==> config.mk <==
export PLATFORM = sky130hd
export DESIGN_NAME = bcrcr_regs
export DESIGN_NICKNAME = d
export VERILOG_FILES = /design/src/rtl/bcrcr_pkg.sv /design/src/rtl/bcrcr_regs.sv
export SDC_FILE = /design/constraint.sdc
export NUM_CORES = 1
export LEC_CHECK = 0
export BUFFER_PORTS_ARGS = -buffer_cell sky130_fd_sc_hd__buf_2
export CAP_MARGIN = 15
export CORE_MARGIN = 2
export CORE_UTILIZATION = 48
export DETAILED_ROUTE_END_ITERATION = 10
export HOLD_SLACK_MARGIN = 0.06
export PLACE_DENSITY = 0.81
export SLEW_MARGIN = 20
export SYNTH_ARGS = -nofsm -noshare
export SYNTH_HDL_FRONTEND = slang
export SYNTH_SLANG_ARGS = --single-unit
==> constraint.sdc <==
create_clock -name clk -period 2.6 [get_ports clk]
set_input_delay 0 -clock clk [delete_from_list [all_inputs] [get_ports clk]]
set_output_delay 0 -clock clk [all_outputs]
set_load 0.02 [all_outputs]
==> src/rtl/bcrcr_pkg.sv <==
package bcrcr_pkg;
  // Printed offsets are not multiples of four: they are indices
  localparam logic [7:0] IDX_MEM_IO_ILIM = 8'h9a;
  localparam logic [7:0] IDX_PERI_PRO_ILIM = 8'h9b;
  localparam logic [7:0] IDX_CORE_ILIM = 8'h9c;
  localparam logic [7:0] IDX_CORE2_CONF = 8'h9d;
  localparam logic [7:0] IDX_CORE1_CONF = 8'h9e;
  localparam int ADDR_W = 12;
  // Limit code to milliamps
  localparam logic [11:0] BASE_HIGH_MA = 12'h5dc;
  localparam logic [11:0] BASE_LOW_MA = 12'h1f4;
  localparam logic [11:0] STEP_MA = 12'h064;
  // Field positions
  localparam int HI_LSB = 4;
  localparam int MODE_LSB = 6;
  localparam int PD_BIT = 5;
  // Writable bits of the config registers; 4:3 reserved
  localparam logic [7:0] CONF_WMASK = 8'he7;
  localparam logic [7:0] ILIM_RST = 8'h00;
  localparam logic [7:0] CONF_RST = 8'h01;
  localparam logic [1:0] RESP_OKAY = 2'b00;
  localparam logic [1:0] RESP_SLVERR = 2'b10;

  typedef enum logic [1:0] {
    BCRCR_MODE_AB = 2'b00,
    BCRCR_MODE_SLEEP = 2'b01,
    BCRCR_MODE_SYNC = 2'b10,
    BCRCR_MODE_AUTO = 2'b11
  } bcrcr_mode_t;
endpackage

==> src/rtl/bcrcr_regs.sv <==
// Notes on behaviour
// - 0x9a: memory limit 7:4, IO limit 3:0, each 1500 mA plus 100 per step.
// - When merged, the memory-buck limit applied is twice its decoded value.
// - 0x9b bits 7:4 hold the peripheral limit, 1500 mA plus 100 per step.
// - 0x9b 3:0 is the processor limit, 500 mA+100/step, x2 at full current.
// - 0x9c 7:4 is the second core limit, 500 mA+100/step, x2 at full current.
// - 0x9c 3:0 is the first core limit, 500 mA+100/step, x2 at full current.
// - 0x9d bits 7:6 pick second core mode: A/B, sleep, sync, automatic.
// - 0x9e bits 7:6 pick first core mode with the same encoding.
// - 0x9d bit 5 clear enables the off-state pull-down, except in dual phase.
// - 0x9e bit 5 clear enables the first core pull-down, set removes it.
// - 0x9d 2:0 pick own output, core or peripheral switch; 000 invalid.
// - 0x9e bits 2:0 choose first core feedback sources in any combination.
// - First sense 000 turns the mixer off; merged it senses differentially.
module bcrcr_regs
  import bcrcr_pkg::*;
(
  input wire logic clk, // 10 MHz clock
  input wire logic rst, // Sync reset, high
  input wire logic [ADDR_W-1:0] s_axi_awaddr, // Write address
  input wire logic s_axi_awvalid, // Write address valid
  output logic s_axi_awready, // Write address ready
  input wire logic [31:0] s_axi_wdata, // Write data
  input wire logic [3:0] s_axi_wstrb, // Write strobes
  input wire logic s_axi_wvalid, // Write data valid
  output logic s_axi_wready, // Write data ready
  output logic [1:0] s_axi_bresp, // Write response
  output logic s_axi_bvalid, // Write response valid
  input wire logic s_axi_bready, // Write response ready
  input wire logic [ADDR_W-1:0] s_axi_araddr, // Read address
  input wire logic s_axi_arvalid, // Read address valid
  output logic s_axi_arready, // Read address ready
  output logic [31:0] s_axi_rdata, // Read data
  output logic [1:0] s_axi_rresp, // Read response
  output logic s_axi_rvalid, // Read valid
  input wire logic s_axi_rready, // Read ready
  input wire logic merged_operation, // Memory and IO bucks merged
  input wire logic core_bucks_merged, // Core bucks dual phase
  input wire logic pro_full_current, // Processor buck full current
  input wire logic core2_full_current, // Second core full current
  input wire logic core1_full_current, // First core full current
  output logic [12:0] memory_buck_limit_ma, // Applied limit, mA
  output logic [11:0] io_buck_limit_ma, // Applied limit, mA
  output logic [11:0] peripheral_buck_limit_ma, // Applied limit, mA
  output logic [11:0] processor_buck_limit_ma, // Applied limit, mA
  output logic [11:0] second_core_limit_ma, // Applied limit, mA
  output logic [11:0] first_core_limit_ma, // Applied limit, mA
  output logic [1:0] second_core_op_mode, // Mode select
  output logic [1:0] first_core_op_mode, // Mode select
  output logic second_core_pulldown_en, // Pull-down when disabled
  output logic first_core_pulldown_en, // Pull-down when disabled
  output logic [2:0] second_core_sense_select, // Feedback sources
  output logic [2:0] first_core_sense_select, // Feedback sources
  output logic second_core_sense_invalid, // Sense field is 000
  output logic first_core_mixer_off, // Sense mixer disabled
  output logic first_core_diff_sense // Merged differential sense
);
  // Whole block state in one word: one comb copy, one register
  typedef struct packed {
    logic [7:0] mem_io_buck_current_limit_reg;
    logic [7:0] peri_pro_buck_current_limit_reg;
    logic [7:0] core_bucks_current_limit_reg;
    logic [7:0] second_core_buck_config_reg;
    logic [7:0] first_core_buck_config_reg;
    logic aw_hold_reg;
    logic [ADDR_W-1:0] aw_addr_reg;
    logic w_hold_reg;
    logic [31:0] w_data_reg;
    logic [3:0] w_strb_reg;
    logic bvalid_reg;
    logic [1:0] bresp_reg;
    logic rvalid_reg;
    logic [31:0] rdata_reg;
    logic [1:0] rresp_reg;
    logic awready_reg;
    logic wready_reg;
    logic arready_reg;
    logic [12:0] mem_ma_reg;
    logic [11:0] io_ma_reg;
    logic [11:0] peri_ma_reg;
    logic [11:0] pro_ma_reg;
    logic [11:0] core2_ma_reg;
    logic [11:0] core1_ma_reg;
    logic [1:0] core2_mode_reg;
    logic [1:0] core1_mode_reg;
    logic core2_pd_reg;
    logic core1_pd_reg;
    logic [2:0] core2_sense_reg;
    logic [2:0] core1_sense_reg;
    logic core2_sense_bad_reg;
    logic mixer_off_reg;
    logic diff_sense_reg;
  } bcrcr_state_t;

  bcrcr_state_t st_reg, st_next;

  function automatic logic [11:0] limit_ma(input logic [11:0] base,
                                           input logic [3:0] code,
                                           input logic dbl);
    logic [11:0] ma;
    ma = base + 12'(code) * STEP_MA;
    limit_ma = dbl ? 12'(ma << 1) : ma;
  endfunction

  function automatic logic [7:0] merged_operation_byte(input logic [7:0] old,
                                            input logic [7:0] data,
                                            input logic strb,
                                            input logic [7:0] mask);
    merged_operation_byte = strb ? ((data & mask) | (old & ~mask)) : old;
  endfunction

  // Index from byte address; low two bits ignored
  function automatic logic [9:0] word_idx(input logic [ADDR_W-1:0] a);
    word_idx = a[ADDR_W-1:2];
  endfunction

  logic do_write, do_read;
  logic [9:0] widx, ridx;
  logic [ADDR_W-1:0] wa;
  logic [31:0] wd;
  logic [3:0] ws;

  always_comb begin
    st_next = st_reg;
    wa = st_reg.aw_hold_reg ? st_reg.aw_addr_reg : s_axi_awaddr;
    wd = st_reg.w_hold_reg ? st_reg.w_data_reg : s_axi_wdata;
    ws = st_reg.w_hold_reg ? st_reg.w_strb_reg : s_axi_wstrb;
    widx = word_idx(wa);
    ridx = word_idx(s_axi_araddr);
    // Address and data taken independently, either order
    if (s_axi_awvalid && !st_reg.aw_hold_reg && !st_reg.bvalid_reg) begin
      st_next.aw_hold_reg = 1'b1;
      st_next.aw_addr_reg = s_axi_awaddr;
    end
    if (s_axi_wvalid && !st_reg.w_hold_reg && !st_reg.bvalid_reg) begin
      st_next.w_hold_reg = 1'b1;
      st_next.w_data_reg = s_axi_wdata;
      st_next.w_strb_reg = s_axi_wstrb;
    end
    do_write = (st_reg.aw_hold_reg || s_axi_awvalid)
      && (st_reg.w_hold_reg || s_axi_wvalid) && !st_reg.bvalid_reg;
    if (do_write) begin
      st_next.aw_hold_reg = 1'b0;
      st_next.w_hold_reg = 1'b0;
      st_next.bvalid_reg = 1'b1;
      st_next.bresp_reg = RESP_OKAY;
      unique case (widx)
        10'(IDX_MEM_IO_ILIM): begin
          st_next.mem_io_buck_current_limit_reg = merged_operation_byte(
            st_reg.mem_io_buck_current_limit_reg, wd[7:0], ws[0], 8'hff);
        end
        10'(IDX_PERI_PRO_ILIM): begin
          st_next.peri_pro_buck_current_limit_reg = merged_operation_byte(
            st_reg.peri_pro_buck_current_limit_reg, wd[7:0], ws[0], 8'hff);
        end
        10'(IDX_CORE_ILIM): begin
          st_next.core_bucks_current_limit_reg = merged_operation_byte(
            st_reg.core_bucks_current_limit_reg, wd[7:0], ws[0], 8'hff);
        end
        10'(IDX_CORE2_CONF): begin
          st_next.second_core_buck_config_reg = merged_operation_byte(
            st_reg.second_core_buck_config_reg, wd[7:0], ws[0], CONF_WMASK);
        end
        10'(IDX_CORE1_CONF): begin
          st_next.first_core_buck_config_reg = merged_operation_byte(
            st_reg.first_core_buck_config_reg, wd[7:0], ws[0], CONF_WMASK);
        end
        default: begin
          st_next.bresp_reg = RESP_SLVERR;
        end
      endcase
    end
    if (st_reg.bvalid_reg && s_axi_bready) begin
      st_next.bvalid_reg = 1'b0;
    end
    do_read = s_axi_arvalid && !st_reg.rvalid_reg;
    if (do_read) begin
      st_next.rvalid_reg = 1'b1;
      st_next.rresp_reg = RESP_OKAY;
      st_next.rdata_reg = 32'h0;
      unique case (ridx)
        10'(IDX_MEM_IO_ILIM):
          st_next.rdata_reg[7:0] = st_reg.mem_io_buck_current_limit_reg;
        10'(IDX_PERI_PRO_ILIM):
          st_next.rdata_reg[7:0] = st_reg.peri_pro_buck_current_limit_reg;
        10'(IDX_CORE_ILIM):
          st_next.rdata_reg[7:0] = st_reg.core_bucks_current_limit_reg;
        10'(IDX_CORE2_CONF):
          st_next.rdata_reg[7:0] = st_reg.second_core_buck_config_reg;
        10'(IDX_CORE1_CONF):
          st_next.rdata_reg[7:0] = st_reg.first_core_buck_config_reg;
        default: begin
          st_next.rresp_reg = RESP_SLVERR;
        end
      endcase
    end else if (st_reg.rvalid_reg && s_axi_rready) begin
      st_next.rvalid_reg = 1'b0;
    end

    // decoded controls follow stored fields every cycle
    // memory limit doubles when merged
    // Top code doubled no longer fits 12 bits, hence the extra bit
    st_next.mem_ma_reg = {1'b0, limit_ma(BASE_HIGH_MA,
      st_reg.mem_io_buck_current_limit_reg[HI_LSB+:4], 1'b0)}
      << merged_operation;
    st_next.io_ma_reg = limit_ma(BASE_HIGH_MA,
      st_reg.mem_io_buck_current_limit_reg[3:0], 1'b0);
    st_next.peri_ma_reg = limit_ma(BASE_HIGH_MA,
      st_reg.peri_pro_buck_current_limit_reg[HI_LSB+:4], 1'b0);
    st_next.pro_ma_reg = limit_ma(BASE_LOW_MA,
      st_reg.peri_pro_buck_current_limit_reg[3:0], pro_full_current);
    st_next.core2_ma_reg = limit_ma(BASE_LOW_MA,
      st_reg.core_bucks_current_limit_reg[HI_LSB+:4], core2_full_current);
    st_next.core1_ma_reg = limit_ma(BASE_LOW_MA,
      st_reg.core_bucks_current_limit_reg[3:0], core1_full_current);
    st_next.core2_mode_reg =
      st_reg.second_core_buck_config_reg[MODE_LSB+:2];
    st_next.core1_mode_reg =
      st_reg.first_core_buck_config_reg[MODE_LSB+:2];
    st_next.core2_pd_reg = !st_reg.second_core_buck_config_reg[PD_BIT]
      && !core_bucks_merged;
    st_next.core1_pd_reg = !st_reg.first_core_buck_config_reg[PD_BIT];
    st_next.core2_sense_reg = st_reg.second_core_buck_config_reg[2:0];
    st_next.core2_sense_bad_reg =
      st_reg.second_core_buck_config_reg[2:0] == 3'h0;
    st_next.core1_sense_reg = st_reg.first_core_buck_config_reg[2:0];
    // mixer off on 000; merged selects differential sensing
    st_next.mixer_off_reg = st_reg.first_core_buck_config_reg[2:0] == 3'h0;
    st_next.diff_sense_reg =
      (st_reg.first_core_buck_config_reg[2:0] == 3'h0) && core_bucks_merged;
    // Readies taken from the next state so they leave straight from flops
    st_next.awready_reg = !st_next.aw_hold_reg && !st_next.bvalid_reg;
    st_next.wready_reg = !st_next.w_hold_reg && !st_next.bvalid_reg;
    st_next.arready_reg = !st_next.rvalid_reg;
  end

  always_ff @(posedge clk) begin
    if (rst) begin
      st_reg <= '0;
      st_reg.second_core_buck_config_reg <= CONF_RST;
      st_reg.first_core_buck_config_reg <= CONF_RST;
      st_reg.mem_io_buck_current_limit_reg <= ILIM_RST;
      st_reg.peri_pro_buck_current_limit_reg <= ILIM_RST;
      st_reg.core_bucks_current_limit_reg <= ILIM_RST;
      st_reg.mem_ma_reg <= {1'b0, BASE_HIGH_MA};
      st_reg.io_ma_reg <= BASE_HIGH_MA;
      st_reg.peri_ma_reg <= BASE_HIGH_MA;
      st_reg.pro_ma_reg <= BASE_LOW_MA;
      st_reg.core2_ma_reg <= BASE_LOW_MA;
      st_reg.core1_ma_reg <= BASE_LOW_MA;
      st_reg.core2_sense_reg <= 3'h1;
      st_reg.core1_sense_reg <= 3'h1;
      st_reg.core2_pd_reg <= 1'b1;
      st_reg.core1_pd_reg <= 1'b1;
      st_reg.awready_reg <= 1'b1;
      st_reg.wready_reg <= 1'b1;
      st_reg.arready_reg <= 1'b1;
    end else begin
      st_reg <= st_next;
    end
  end

  // Ready is high only while a channel can be accepted this cycle
  assign s_axi_awready = st_reg.awready_reg;
  assign s_axi_wready = st_reg.wready_reg;
  assign s_axi_arready = st_reg.arready_reg;
  assign s_axi_bvalid = st_reg.bvalid_reg;
  assign s_axi_bresp = st_reg.bresp_reg;
  assign s_axi_rvalid = st_reg.rvalid_reg;
  assign s_axi_rdata = st_reg.rdata_reg;
  assign s_axi_rresp = st_reg.rresp_reg;
  assign memory_buck_limit_ma = st_reg.mem_ma_reg;
  assign io_buck_limit_ma = st_reg.io_ma_reg;
  assign peripheral_buck_limit_ma = st_reg.peri_ma_reg;
  assign processor_buck_limit_ma = st_reg.pro_ma_reg;
  assign second_core_limit_ma = st_reg.core2_ma_reg;
  assign first_core_limit_ma = st_reg.core1_ma_reg;
  assign second_core_op_mode = st_reg.core2_mode_reg;
  assign first_core_op_mode = st_reg.core1_mode_reg;
  assign second_core_pulldown_en = st_reg.core2_pd_reg;
  assign first_core_pulldown_en = st_reg.core1_pd_reg;
  assign second_core_sense_select = st_reg.core2_sense_reg;
  assign first_core_sense_select = st_reg.core1_sense_reg;
  assign second_core_sense_invalid = st_reg.core2_sense_bad_reg;
  assign first_core_mixer_off = st_reg.mixer_off_reg;
  assign first_core_diff_sense = st_reg.diff_sense_reg;
endmodule

==> metrics.md <==
| Metric | Value |
|---|---|
| Status | `completed` |
| Row count | `48` |
| R2R depth | `8` |
| Synth top area share | `34.8%` |
| Synthesized instance count | `946` |
| Actual slew at the worst max-slew pin | `840 ps` |
| Syn avg cell area | `8.99 um^2` |
| Leading area contributor after synthesis | `dfxtp_1` |
| Peak VDD IR | `0.496 mV` |
| CTS buffer count | `17` |
| Synthesis-stage register bit count | `148` |
| Clk_skew | `8.74 ps` |
| Worst setup EP type | `flop` |
| GRT Overall Usage | `19.8%` |
| Tmin final | `2510 ps` |
| Die height | `137 um` |
| CP Max Fanout | `6` |
| Iteration-0 DRC Markers | `326` |
| Starting Density | `49.2%` |
| Mapped Area | `8510 um^2` |
| Filler Cells Inserted | `1,498` |
| Fmax achieved | `398 MHz` |
| Slew Limit Headroom | `43.4%` |
| PD cells | `551 nW/um^2` |
| Worst hold path type | `input port to flop` |
| # nets final | `1,186` |
| Number of synthesized flops with an enable pin | `0` |
| GPL Wtd Cong | `0.881` |
| DIE AREA | `18,800 um^2` |
| Setup CP Type | `flop to flop` |
| Clk pin slew, worst setup/hold paths | `60 ps` |
| CTS tree | `built` |
| Later-pin clock latency in the skew report | `430 ps` |
| CTS H-Tree Depth | `4` |
| Largest net degree at the start of global routing | `68` |
| Share of the yosys chip area belonging to registers | `34.8%` |
| Synth warn | `0` |
| Final Util | `56.5%` |
| CTS Buffer Depth | `2` |
| Static Leak | `4.56 nW` |
| DP Wirelength | `13.5 mm` |
| Netlist cell types | `69` |
| Global-route wire length before repair | `29.2 mm` |
| Layout area overhead | `14.8%` |
| Period utilization | `96.6%` |
| Worst Path Arrival | `2830 ps` |
| Top_reg_cell synth | `dfxtp_1` |
| Vias in the first global route | `6,233` |
| Setup Buffers After CTS | `0` |
| Buffers added on ports | `131` |
| Clock sink total | `148` |
| DR vias | `6,648` |
| Total Power | `5.38 mW` |
| Core area | `17,300 um^2` |
| Setup crit start kind | `flop` |
| Die Wd | `137 um` |
| Total Wirelength | `18.8 mm` |
| Number of setup violations in the final report | `0` |
| Number of antenna violations at the first check in global routing | `2` |
| Layout cell share with drive strength beyond 1 | `22.6%` |
| Critical Path RT | `2920 ps` |
| Synth area leaders | `dfxtp_1 (35%), buf_4 (11%), ha_1 (9.7%)` |
| Vias per inst | `5.18` |
| Final max-slew violation count | `0` |
| ANT nets after route | `0` |
| Final hold violations | `0` |
| Gr ovfl total | `0` |
| Worst hold stages | `4` |
| Clock Tree Root | `clkbuf_16` |
| Max FFs per register | `47` |
| Residual DRC | `0` |
| Async set-reset flop share out of synthesis | `0%` |
| Max_cap viols | `0` |
| DR WL/cell | `14.6 um` |
| Router iterations before antenna repair | `6` |
| IO Pins | `201` |
what timing repair did:
action,4_1_cts,5_1_grt
endpoints found under the setup margin,0,9
gates resized for setup,0,11
hold endpoints to repair,71,0
hold buffers,31,0
per-stage QoR:
stage	instance area [um^2]	hold slack, ps	TNS [ps]	worst slack, ps	cells
detailed placement	8800	227	0	62.2	1217
global route	9760	152	-56.4	-32.8	1280
CTS	9710	78.2	0	28.9	1280
global placement	8800	209	0	147	1217
finish	9770	111	0	88.6	1283
floorplan	8650	80.1	0	92.0	983
synth_stat cells (11+ instances only):
cell type / count
a21oi_1: 34
buf_4: 119
clkbuf_1: 23
dfxtp_1: 148
ha_1: 66
inv_1: 37
mux2_2: 11
mux2i_1: 39
nand2_1: 65
nand2b_1: 12
nand3_1: 49
nor2_1: 61
nor2b_1: 19
nor3_1: 20
o21ai_0: 49
o21ai_1: 14
xnor2_1: 33
xor2_1: 12
layout make-up:
class                      count  area, um^2  share of cell area, %
multi-input combinational    646        4570                   46.8
sequential                   148        2960                   30.3
timing repair buffer         192        1200                   12.3
clock buffer                  20         457                   4.67
tap                          225         282                   2.88
clock inverter                12         145                   1.49
inverter                      37         139                   1.42
antenna                        3        7.51                 0.0768
where the power goes:
group	leakage, nW	total [mW]	switching, mW	internal [mW]
clock	0.288	2.48	1.00	1.48
combinational	3.06	0.528	0.329	0.199
sequential	1.21	2.37	0.0397	2.33
final timing paths:
| kind | startpoint | end | slack (ps) |
|---|---|---|---|
| worst min-delay path | s_axi_arvalid | s_axi_rdata[4]$_SDFFE_PP0P_ | 110 |
| worst min register to register | st_reg[184]$_SDFFE_PP0P_ | first_core_pulldown_en$_SDFF_PP1_ | 420 |
| worst max register to register | st_reg[204]$_SDFFE_PP0P_ | processor_buck_limit_ma[10]$_SDFF_PP0_ | 90 |
| worst max-delay path | st_reg[204]$_SDFFE_PP0P_ | processor_buck_limit_ma[10]$_SDFF_PP0_ | 90 |
critical path, cell delays in order, from the launching register on:
cell	delay [ps]
dfxtp_2	350
ha_1	320
ha_1	260
fa_1	410
a31oi_1	300
xnor2_2	200
a22o_1	180
nand3_1	80
a221oi_1	300
metal layers:
| layer | wire [um] | vias up | GRT usage (%) | part of all wire, % |
|---|---|---|---|---|
| li1 | - | 3303 | - | - |
| met1 | 8080 | 3094 | 23.7 | 43 |
| met3 | 1230 | 37 | 5.41 | 6.5 |
| met2 | 9070 | 214 | 33.5 | 48 |
| met5 | 0 | - | 0 | 0 |
| met4 | 409 | 0 | 7.79 | 2.2 |
placed cells by master (no fill, tap or decap), drive strengths merged, types with 6 or more instances in the layout:
cell type    synthesis  final
a21oi               34     34
or3                  8      8
ha                  66     66
conb                 1     38
dfxtp              148    148
nand2               65     65
nor2                62     62
nor2b               19     19
clkbuf              23     20
a211oi               8      8
a22oi                9      9
a221oi               8      8
mux2i               39     39
buf                129    161
mux2                12     12
nand3               50     50
inv                 37     41
nor3                20     20
xor2                12     12
nand4                6      6
fa                   6      6
dlygate4sd3          0     31
o211ai               8      8
nand3b               7      7
nand2b              12     12
o21ai               63     63
xnor2               33     33
logic make-up (layout without fill, tap and decap cells):
| logic type | Yosys count | after routing | share of synthesized area, % |
|---|---|---|---|
| and+or+nand+nor | 279 | 279 | 17.4 |
| buffers and inverters | 189 | 261 | 13.8 |
| AOI/OAI and AO/OA | 161 | 161 | 12.0 |
| DFF | 148 | 148 | 34.8 |
| adders and majority gates | 72 | 72 | 11.1 |
| muxes | 51 | 51 | 6.18 |
| xor gates and xnor gates | 45 | 45 | 4.63 |
| other | 1 | 41 | 0.0441 |
(Power assumes the default switching activity.)
